`src/include/epic_cfg.svh`:
```
// offsets, field positions and reset values of the external pin interrupt control
`ifndef EPIC_CFG_SVH
`define EPIC_CFG_SVH

// ----------------------------------------------------------------
// register byte addresses (one aligned word each)
// ----------------------------------------------------------------
`define EPIC_ADDR_PIN_CTRL 5'h00
`define EPIC_ADDR_IEN_CTRL 5'h04
`define EPIC_ADDR_WAKE_SEL 5'h08
`define EPIC_ADDR_STATUS 5'h0C
`define EPIC_ADDR_SKIP_TEST 5'h10
`define EPIC_ADDR_COMMAND 5'h14

// ----------------------------------------------------------------
// field positions
// ----------------------------------------------------------------
`define EPIC_PIN_POL_BIT 2
`define EPIC_PIN_GATE_BIT 3
`define EPIC_IEN_EXT_BIT 0
`define EPIC_WAKE_PIN_BIT 3
`define EPIC_CMD_EI_BIT 0
`define EPIC_CMD_DI_BIT 1
`define EPIC_CMD_RTI_BIT 2
`define EPIC_CMD_BACKUP_BIT 3
`define EPIC_CMD_RESON_BIT 4
`define EPIC_CMD_RCOSC_BIT 5
`define EPIC_ST_FLAG_BIT 0
`define EPIC_ST_GIE_BIT 1
`define EPIC_ST_INSVC_BIT 2
`define EPIC_ST_BACKUP_BIT 3
`define EPIC_ST_LEVEL_BIT 4
`define EPIC_ST_OSC_LSB 5

// ----------------------------------------------------------------
// reset values
// ----------------------------------------------------------------
`define EPIC_PIN_CTRL_RST 4'h0
`define EPIC_IEN_CTRL_RST 4'h0
`define EPIC_WAKE_SEL_RST 4'h0
`define EPIC_PIN_IDLE_RST 1'b1
`define EPIC_READDATA_RST 32'h0000_0000

`endif

```
`src/include/epic_pkg.sv`:
```
// types shared by the external pin interrupt control
package epic_pkg;

   // system clock source
   typedef enum logic [1:0] {
      EPIC_OSC_ONCHIP,
      EPIC_OSC_RESONATOR,
      EPIC_OSC_RC
   } epic_osc_type;

   // power state
   typedef enum logic {
      EPIC_PWR_RUN,
      EPIC_PWR_BACKUP
   } epic_pwr_type;

endpackage

```
`src/rtl/epic_ctrl.sv`:
```
// external pin interrupt control: pin gate, waveform select, request flag, accept logic
// Notes on behaviour
// - gate bit clear blocks the interrupt pin from the request logic
// - gate bit reads zero after reset, pin input starts disabled
// - enabled wakeup with pin already requesting leaves backup at once
// - with no oscillator selected the on-chip oscillator stays the source
// - changing select or gate may set the request flag, per pin level
// - the skip-test read clears the external request flag
// - no nesting: while servicing, no other interrupt is accepted
// - acceptance clears the global interrupt enable flag
// - enable just before return takes effect only when the return completes
`timescale 1ns/1ns
module epic_ctrl (
   input wire logic i_clk,
   input wire logic i_rst_n,
   input wire logic [4:0] i_avs_address,
   input wire logic i_avs_read,
   input wire logic i_avs_write,
   input wire logic [31:0] i_avs_writedata,
   input wire logic [3:0] i_avs_byteenable,
   output logic [31:0] o_avs_readdata,
   output logic o_avs_waitrequest,
   input wire logic i_shared_port_irq_pin,
   output logic o_irq_req,
   output logic o_irq_accept,
   output logic o_global_irq_enable,
   output logic o_in_service,
   output logic o_backup,
   output logic o_wakeup,
   output epic_pkg::epic_osc_type o_osc_sel
);
   import epic_pkg::*;
   `include "epic_cfg.svh"

   // ----------------------------------------------------------------
   // address decode helper
   // ----------------------------------------------------------------
   // word hit: the low two byte-address bits must be zero
   function automatic logic epic_hit(input logic [4:0] addr, input logic [4:0] base);
      epic_hit = (addr == base);
   endfunction

   // ----------------------------------------------------------------
   // declarations
   // ----------------------------------------------------------------
   logic rd_capture;
   logic rd_done;
   logic wr_done;
   logic pin_level;
   logic [3:0] pin_ctrl_r;
   logic [3:0] pin_ctrl_nxt;
   logic [3:0] irq_en_ctrl_r;
   logic [3:0] irq_en_ctrl_nxt;
   logic [3:0] wakeup_sel_r;
   logic [3:0] wakeup_sel_nxt;
   logic ext_request_flag_r;
   logic ext_request_flag_nxt;
   logic global_irq_enable_flag_r;
   logic global_irq_enable_flag_nxt;
   logic in_service_r;
   logic in_service_nxt;
   logic ei_pending_r;
   logic ei_pending_nxt;
   logic eff_prev_r;
   logic accept_r;
   logic wakeup_r;
   logic [31:0] readdata_r;
   logic [31:0] readdata_nxt;
   epic_pwr_type pwr_r;
   epic_pwr_type pwr_nxt;
   epic_osc_type osc_r;
   epic_osc_type osc_nxt;

   // ----------------------------------------------------------------
   // bus handshake and pin synchroniser
   // ----------------------------------------------------------------
   epic_avs_hs u_hs (
      .i_clk(i_clk),
      .i_rst_n(i_rst_n),
      .i_read(i_avs_read),
      .i_write(i_avs_write),
      .o_waitrequest(o_avs_waitrequest),
      .o_rd_capture(rd_capture),
      .o_rd_done(rd_done),
      .o_wr_done(wr_done)
   );

   epic_pin_sync u_sync (
      .i_clk(i_clk),
      .i_rst_n(i_rst_n),
      .i_pin(i_shared_port_irq_pin),
      .o_level(pin_level)
   );

   // ----------------------------------------------------------------
   // register write decode
   // ----------------------------------------------------------------
   // all fields live in the low byte, so only lane zero matters
   wire lane0 = i_avs_byteenable[0];
   wire hit_pin_ctrl = epic_hit(i_avs_address, `EPIC_ADDR_PIN_CTRL);
   wire hit_ien_ctrl = epic_hit(i_avs_address, `EPIC_ADDR_IEN_CTRL);
   wire hit_wake_sel = epic_hit(i_avs_address, `EPIC_ADDR_WAKE_SEL);
   wire hit_status = epic_hit(i_avs_address, `EPIC_ADDR_STATUS);
   wire hit_skip = epic_hit(i_avs_address, `EPIC_ADDR_SKIP_TEST);
   wire hit_cmd = epic_hit(i_avs_address, `EPIC_ADDR_COMMAND);
   wire wr_pin_ctrl = wr_done & lane0 & hit_pin_ctrl;
   wire wr_ien_ctrl = wr_done & lane0 & hit_ien_ctrl;
   wire wr_wake_sel = wr_done & lane0 & hit_wake_sel;
   wire wr_cmd = wr_done & lane0 & hit_cmd;

   // ----------------------------------------------------------------
   // instruction strobes from the command register
   // ----------------------------------------------------------------
   wire cmd_ei = wr_cmd & i_avs_writedata[`EPIC_CMD_EI_BIT];
   wire cmd_di = wr_cmd & i_avs_writedata[`EPIC_CMD_DI_BIT];
   wire cmd_rti = wr_cmd & i_avs_writedata[`EPIC_CMD_RTI_BIT];
   wire cmd_backup = wr_cmd & i_avs_writedata[`EPIC_CMD_BACKUP_BIT];
   wire cmd_reson = wr_cmd & i_avs_writedata[`EPIC_CMD_RESON_BIT];
   wire cmd_rcosc = wr_cmd & i_avs_writedata[`EPIC_CMD_RCOSC_BIT];
   // any other command between enable and return breaks the pairing
   wire cmd_other = wr_cmd & ~i_avs_writedata[`EPIC_CMD_EI_BIT]
                    & ~i_avs_writedata[`EPIC_CMD_RTI_BIT];

   // ----------------------------------------------------------------
   // control registers
   // ----------------------------------------------------------------
   assign pin_ctrl_nxt = wr_pin_ctrl ? i_avs_writedata[3:0] : pin_ctrl_r;
   assign irq_en_ctrl_nxt = wr_ien_ctrl ? i_avs_writedata[3:0] : irq_en_ctrl_r;
   assign wakeup_sel_nxt = wr_wake_sel ? i_avs_writedata[3:0] : wakeup_sel_r;

   // gate bit resets to zero, pin input starts disabled
   always_ff @(posedge i_clk or negedge i_rst_n) begin
      if (!i_rst_n) begin
         pin_ctrl_r <= `EPIC_PIN_CTRL_RST;
         irq_en_ctrl_r <= `EPIC_IEN_CTRL_RST;
         wakeup_sel_r <= `EPIC_WAKE_SEL_RST;
      end else begin
         pin_ctrl_r <= pin_ctrl_nxt;
         irq_en_ctrl_r <= irq_en_ctrl_nxt;
         wakeup_sel_r <= wakeup_sel_nxt;
      end
   end

   // ----------------------------------------------------------------
   // pin gate and valid-waveform select
   // ----------------------------------------------------------------
   // the select bit picks rising (1) or falling (0) as the valid edge;
   // folding it into the level means a toggle of select or gate can
   // itself look like an edge, which software must tidy up afterwards
   wire gate_on = pin_ctrl_r[`EPIC_PIN_GATE_BIT];
   wire pol_rise = pin_ctrl_r[`EPIC_PIN_POL_BIT];
   wire pol_level = pol_rise ? pin_level : ~pin_level;
   wire eff_level = gate_on & pol_level;
   wire ext_set = eff_level & ~eff_prev_r;

   // ----------------------------------------------------------------
   // acceptance
   // ----------------------------------------------------------------
   wire ext_enable = irq_en_ctrl_r[`EPIC_IEN_EXT_BIT];
   wire running = (pwr_r == EPIC_PWR_RUN);
   wire accept = ext_request_flag_r & ext_enable & global_irq_enable_flag_r
                 & ~in_service_r & running;
   // skip-test read clears the flag when the read completes
   wire skip_clr = rd_done & hit_skip;

   // ----------------------------------------------------------------
   // request flag: a new edge wins over any clear in the same cycle
   // ----------------------------------------------------------------
   assign ext_request_flag_nxt = ext_set | (ext_request_flag_r & ~(skip_clr | accept));

   // ----------------------------------------------------------------
   // global enable, service state and deferred enable
   // ----------------------------------------------------------------
   // enable issued while servicing is held back until the return
   always_comb begin
      global_irq_enable_flag_nxt = global_irq_enable_flag_r;
      if (accept) begin
         global_irq_enable_flag_nxt = 1'b0;
      end else if (cmd_rti) begin
         global_irq_enable_flag_nxt = ei_pending_r;
      end else if (cmd_di) begin
         global_irq_enable_flag_nxt = 1'b0;
      end else if (cmd_ei & ~in_service_r) begin
         global_irq_enable_flag_nxt = 1'b1;
      end
   end

   // pending enable survives to the return unless another command comes first
   always_comb begin
      ei_pending_nxt = ei_pending_r;
      if (accept | cmd_rti | cmd_other) begin
         ei_pending_nxt = 1'b0;
      end else if (cmd_ei & in_service_r) begin
         ei_pending_nxt = 1'b1;
      end
   end

   // one interrupt at a time
   always_comb begin
      in_service_nxt = in_service_r;
      if (accept) begin
         in_service_nxt = 1'b1;
      end else if (cmd_rti) begin
         in_service_nxt = 1'b0;
      end
   end

   // ----------------------------------------------------------------
   // power state: run and ram back-up
   // ----------------------------------------------------------------
   // key-on wakeup on this pin asks for wakeup at low level; if the pin
   // already sits low on entry the block leaves back-up the next cycle
   wire wake_enable = wakeup_sel_r[`EPIC_WAKE_PIN_BIT];
   wire wake_request = wake_enable & ~pin_level;

   always_comb begin
      pwr_nxt = pwr_r;
      case (pwr_r)
         EPIC_PWR_RUN: begin
            if (cmd_backup) begin
               pwr_nxt = EPIC_PWR_BACKUP;
            end
         end
         EPIC_PWR_BACKUP: begin
            if (wake_request) begin
               pwr_nxt = EPIC_PWR_RUN;
            end
         end
         default: begin
            pwr_nxt = EPIC_PWR_RUN;
         end
      endcase
   end

   // ----------------------------------------------------------------
   // clock source selection
   // ----------------------------------------------------------------
   // on-chip source stays until software picks another one
   always_comb begin
      osc_nxt = osc_r;
      if (cmd_reson) begin
         osc_nxt = EPIC_OSC_RESONATOR;
      end else if (cmd_rcosc) begin
         osc_nxt = EPIC_OSC_RC;
      end
   end

   // ----------------------------------------------------------------
   // state registers
   // ----------------------------------------------------------------
   always_ff @(posedge i_clk or negedge i_rst_n) begin
      if (!i_rst_n) begin
         ext_request_flag_r <= 1'b0;
         global_irq_enable_flag_r <= 1'b0;
         in_service_r <= 1'b0;
         ei_pending_r <= 1'b0;
         eff_prev_r <= 1'b0;
         pwr_r <= EPIC_PWR_RUN;
         osc_r <= EPIC_OSC_ONCHIP;
      end else begin
         ext_request_flag_r <= ext_request_flag_nxt;
         global_irq_enable_flag_r <= global_irq_enable_flag_nxt;
         in_service_r <= in_service_nxt;
         ei_pending_r <= ei_pending_nxt;
         eff_prev_r <= eff_level;
         pwr_r <= pwr_nxt;
         osc_r <= osc_nxt;
      end
   end

   // event pulses, one cycle each
   always_ff @(posedge i_clk or negedge i_rst_n) begin
      if (!i_rst_n) begin
         accept_r <= 1'b0;
         wakeup_r <= 1'b0;
      end else begin
         accept_r <= accept;
         wakeup_r <= (pwr_r == EPIC_PWR_BACKUP) & wake_request;
      end
   end

   // ----------------------------------------------------------------
   // read data
   // ----------------------------------------------------------------
   // status word gathers the live state in one place
   wire [7:0] status_byte = {
      1'b0,
      osc_r,
      pin_level,
      (pwr_r == EPIC_PWR_BACKUP),
      in_service_r,
      global_irq_enable_flag_r,
      ext_request_flag_r
   };

   // unmapped addresses read as zero
   always_comb begin
      readdata_nxt = `EPIC_READDATA_RST;
      if (hit_pin_ctrl) begin
         readdata_nxt = {28'h000_0000, pin_ctrl_r};
      end else if (hit_ien_ctrl) begin
         readdata_nxt = {28'h000_0000, irq_en_ctrl_r};
      end else if (hit_wake_sel) begin
         readdata_nxt = {28'h000_0000, wakeup_sel_r};
      end else if (hit_status) begin
         readdata_nxt = {24'h00_0000, status_byte};
      end else if (hit_skip) begin
         readdata_nxt = {31'h0000_0000, ext_request_flag_r};
      end
   end

   // captured in the wait cycle, stable at the completing edge
   always_ff @(posedge i_clk or negedge i_rst_n) begin
      if (!i_rst_n) begin
         readdata_r <= `EPIC_READDATA_RST;
      end else if (rd_capture) begin
         readdata_r <= readdata_nxt;
      end
   end

   // ----------------------------------------------------------------
   // outputs
   // ----------------------------------------------------------------
   assign o_avs_readdata = readdata_r;
   assign o_irq_req = ext_request_flag_r & ext_enable;
   assign o_irq_accept = accept_r;
   assign o_global_irq_enable = global_irq_enable_flag_r;
   assign o_in_service = in_service_r;
   assign o_backup = (pwr_r == EPIC_PWR_BACKUP);
   assign o_wakeup = wakeup_r;
   assign o_osc_sel = osc_r;

endmodule // epic_ctrl

```
`src/rtl/epic_pin_sync.sv`:
```
// three-stage synchroniser with agreement filter for the interrupt pin
`timescale 1ns/1ns
module epic_pin_sync (
   input wire logic i_clk,
   input wire logic i_rst_n,
   input wire logic i_pin,
   output logic o_level
);
   import epic_pkg::*;
   `include "epic_cfg.svh"

   // ----------------------------------------------------------------
   // synchroniser chain
   // ----------------------------------------------------------------
   logic meta_r;
   logic s2_r;
   logic s3_r;
   logic level_r;
   logic level_nxt;

   // level only moves once stages two and three agree
   assign level_nxt = (s2_r == s3_r) ? s3_r : level_r;
   assign o_level = level_r;

   // stage one is read by stage two only
   always_ff @(posedge i_clk or negedge i_rst_n) begin
      if (!i_rst_n) begin
         meta_r <= `EPIC_PIN_IDLE_RST;
         s2_r <= `EPIC_PIN_IDLE_RST;
         s3_r <= `EPIC_PIN_IDLE_RST;
         level_r <= `EPIC_PIN_IDLE_RST;
      end else begin
         meta_r <= i_pin;
         s2_r <= meta_r;
         s3_r <= s2_r;
         level_r <= level_nxt;
      end
   end
endmodule // epic_pin_sync

```
`src/rtl/epic_avs_hs.sv`:
```
// avalon-mm slave handshake: one wait state per access
`timescale 1ns/1ns
module epic_avs_hs (
   input wire logic i_clk,
   input wire logic i_rst_n,
   input wire logic i_read,
   input wire logic i_write,
   output logic o_waitrequest,
   output logic o_rd_capture,
   output logic o_rd_done,
   output logic o_wr_done
);
   import epic_pkg::*;

   // ----------------------------------------------------------------
   // handshake
   // ----------------------------------------------------------------
   logic ack_r;
   logic req;

   // first cycle of a request waits, second completes
   assign req = i_read | i_write;
   assign o_waitrequest = req & ~ack_r;
   assign o_rd_capture = i_read & ~ack_r;
   assign o_rd_done = i_read & ack_r;
   assign o_wr_done = i_write & ack_r;

   // ack lasts exactly one cycle so back-to-back requests each wait once
   always_ff @(posedge i_clk or negedge i_rst_n) begin
      if (!i_rst_n) begin
         ack_r <= 1'b0;
      end else begin
         ack_r <= req & ~ack_r;
      end
   end
endmodule // epic_avs_hs

```
`config.mk`:
```
export PLATFORM = sky130hd
export DESIGN_NAME = epic_ctrl
export DESIGN_NICKNAME = d
export VERILOG_FILES = /design/src/include/epic_pkg.sv /design/src/rtl/epic_ctrl.sv /design/src/rtl/epic_pin_sync.sv /design/src/rtl/epic_avs_hs.sv
export VERILOG_INCLUDE_DIRS = /design/src /design/src/include
export SDC_FILE = /design/constraint.sdc
export NUM_CORES = 1
export LEC_CHECK = 0
export BUFFER_PORTS_ARGS = -buffer_cell sky130_fd_sc_hd__buf_2
export CAP_MARGIN = 20
export CORE_MARGIN = 5
export CORE_UTILIZATION = 45
export DETAILED_ROUTE_END_ITERATION = 6
export PLACE_DENSITY = 0.88
export REMOVE_ABC_BUFFERS = 1
export SLEW_MARGIN = 20
export SYNTH_ARGS = -nofsm -noshare
export SYNTH_HDL_FRONTEND = slang
export SYNTH_HIERARCHICAL = 1
export SYNTH_SLANG_ARGS = --single-unit
```
`constraint.sdc`:
```
create_clock -name i_clk -period 2.2 [get_ports i_clk]
set_clock_uncertainty 0.1 [all_clocks]
set_input_delay 0.44 -clock i_clk [delete_from_list [all_inputs] [get_ports i_clk]]
set_output_delay 0.44 -clock i_clk [all_outputs]
set_load 0.05 [all_outputs]
```
==> summary.txt <==
STA
  – Max-slew violations: 0
  – Final TNS setup: 0 ns
  – Final min period: 1.73 ns
  – Fmax: 0.578 GHz
  – RSZ-0062 raised after global routing: no
  – Worst Slack Setup Final: 0.470 ns
  – Hold Vio Cnt, Final: 0
  – Worst rel slew slack: 0.511
  – Final hold slack: 0.116 ns
  – Measured slew at the worst slew-check pin: 0.733 ns
  – Period Utilization, post-route: 0.786
  – Final setup vio count: 0

Finish
  – P&R area growth vs syn: 10.4%
  – Reg area: 856 µm²
  – Fin nets: 237
  – Multi-input logic area: 732 µm²
  – Fill count: 344
  – Ant diodes: 0
  – Layout cells sized above 1: 0.396

Die
  – Die Height: 72.4 µm
  – Total die area: 5250 µm²
  – Rows: 22
  – Core Area: 3720 µm²
  – # IOs: 87
  – Initial Utilization: 0.472
  – Die W: 72.4 µm

Clock tree
  – Clk buf depth: 2
  – Setup Fix Bufs, Post-CTS: 0
  – Clk sinks: 34
  – Cts repair resizes: 0
  – # hold bufs at CTS: 0
  – Num CTS Buffers: 5
  – Root Driver: clkbuf_8
  – Skew-Pair Late Insertion Delay: 0.28 ns
  – Clock transition at path regs: 0.06 ns
  – CTS tree: done
  – CTS H-Tree Depth: 2

Routing
  – Final ANT Viol Nets: 0
  – Pre-Repair DR Iteration Count: 4
  – Final wirelength: 3450 µm
  – Via count: 1183
  – Wire per inst: 14.4 µm
  – 1st-iter DRT viols: 91
  – Post-route DRC: 0
  – Via density: 4.93

Critical path
  – CP Cell Sequence: and2_2 > and3_1 > and3_1 > nand2_1 > a22o_2
  – Critical Path Max Stage Delay: 0.49 ns
  – Most used cell, CP: and3_1
  – Critical Path RT: 2.27 ns
  – CP Class: flip-flop to flip-flop
  – Nature of the critical path startpoint: flip-flop
  – Worst Path Arrival: 1.80 ns
  – Bufs and invs on worst path: 0
  – CP Capture Type: flip-flop
  – CP top delay family: simple AND/OR/NAND/NOR gates
  – CP Max Fanout: 10
  – CP max-delay cell: and3_1

Placement
  – Detailed Place HPWL: 2610 µm
  – Gp weighted congestion: 0.863
  – Port buffer count: 32
  – Place WS: 0.310 ns

Synthesis
  – Synth warn: 6
  – Synthesized area: 1750 µm²
  – Largest family of logic cells by synthesized area: buffers and inverters
  – Number of synthesized flops with an enable pin: 0
  – Post-Synthesis Cells: 157
  – Synth Area in XOR/XNOR: 0.00499
  – Syn Area/Cell: 11.2 µm²
  – Main flop type after synthesis: dfrtp_1
  – Post-synthesis compound-gate area fraction: 0.121
  – Post-synth cell types: 39
  – Sequential fraction of the synthesis area: 0.488
  – Post-Synth Simple-Gate Area: 0.137
  – Synth Register Bits: 34
  – Synth Area in Adders: 0.00642
  – Fraction of registers with async set/reset: 1.00
  – Proportion of synthesized area in mux cells: 0.0942

Flow run
  – Maxcap violations: 0

Global routing
  – Initial antenna violation count: 0
  – GR Util All Layers: 0.144
  – Vias in the first global route: 1166
  – Grt total ovfl: 0
  – Pin count of the biggest net entering global routing: 35
  – First-pass GRT wire length: 5640 µm

Power and ir drop
  – Pleak: 0.991 nW
  – Power Density: 818 nW/µm²
  – VDD IR-drop max: 0.315 mV

Worst hold path
  – HP Class: input pin to async pin

Run status
  – Status: completed
synthesized netlist by cell type (3+ instances only):
library cell	n	area, µm²
a21oi_1	4	20.0
buf_4	26	195
dfrtp_1	30	751
dfstp_2	4	105
inv_1	8	30.0
mux2_2	12	135
mux2i_1	3	30.0
nand2_1	12	45.0
nand3_1	4	20.0
nor2_1	6	22.5
nor2b_1	4	25.0
o221a_2	3	33.8
o221ai_1	3	26.3
o22ai_1	5	31.3
state kept, by name, summed over array words and instances, names as in the netlist, 2 cells and up:
name,count
irq_en_ctrl_r,4
o_avs_readdata,7
o_osc_sel,2
pin_ctrl_r,4
wakeup_sel_r,4
routing by layer:
metal / global-route usage / routed length, µm / vias to the layer above
li1: - / - / 561
met1: 0.170 / 1370 / 564
met2: 0.235 / 1680 / 53
met3: 0.0540 / 344 / 5
met4: 0.0615 / 55 / 0
met5: 0 / 0 / -
report_power, final:
part	switching, mW	total [mW]	internal, mW
clock	0.209	0.461	0.252
sequential	0.0483	0.735	0.687
combinational	0.287	0.388	0.101
worst reg2reg max path: stages (launching register included):
cell and delay [ns]:
dfrtp_1 0.37, and2_2 0.18, and3_1 0.17, and3_1 0.49, nand2_1 0.11, a22o_2 0.22
cell type report:
cell class,count,area share
multi-input combinational,109,0.378
inverter,8,0.0155
clock inverter,1,0.00258
timing repair buffer,33,0.0866
tap,48,0.0310
sequential,34,0.442
clock buffer,7,0.0446
metrics by stage:
| step | area, µm² | total power, mW | util | instances |
|---|---|---|---|---|
| floorplan | 1620 | 1.03 | - | 151 |
| global placement | 1850 | 1.12 | 0.497 | 232 |
| detailed placement | 1850 | 1.13 | 0.497 | 232 |
| CTS | 1940 | 1.60 | 0.521 | 240 |
| global route | 1940 | 1.66 | 0.521 | 240 |
| finish | 1940 | 1.58 | 0.521 | 240 |
worst paths after layout:
kind | start | end | slack [ns] | cells after the start
max in group asynchronous | i_rst_n | irq_en_ctrl_r[0]$_DFFE_PN0P_ | 1.42 | 1
max reg2reg | u_hs/ack_r$_DFF_PN0_ | o_osc_sel[0]$_DFFE_PN0P_ | 0.47 | 5
min | i_rst_n | u_hs/ack_r$_DFF_PN0_ | 0.12 | 1
min in group i_clk | i_shared_port_irq_pin | u_sync/meta_r$_DFF_PN1_ | 0.15 | 1
max | u_hs/ack_r$_DFF_PN0_ | o_osc_sel[0]$_DFFE_PN0P_ | 0.47 | 5
min reg2reg | u_sync/meta_r$_DFF_PN1_ | u_sync/s2_r$_DFF_PN1_ | 0.26 | 0
cell families (layout without fill, tap and decap cells):
logic type,Yosys count,in the layout
flops,34,34
xor+xnor,1,1
simple gates,41,41
buf+inv,38,49
other cells,1,25
mux,15,15
compound gates,26,26
fa+ha+maj,1,1
cell usage in the layout (no fill, tap or decap), types with 3 or more instances in the layout:
cell | synthesis | layout
a21oi_1 | 4 | 4
buf_2 | 1 | 32
clkbuf_8 | 0 | 6
conb_1 | 1 | 25
dfrtp_1 | 30 | 30
dfstp_2 | 4 | 4
inv_1 | 8 | 8
mux2_2 | 12 | 12
mux2i_1 | 3 | 3
nand2_1 | 12 | 12
nand3_1 | 4 | 4
nor2_1 | 6 | 6
nor2b_1 | 4 | 4
o221a_2 | 3 | 3
o221ai_1 | 3 | 3
o22ai_1 | 5 | 5
No activity file was read; power rests on OpenSTA's default activity.
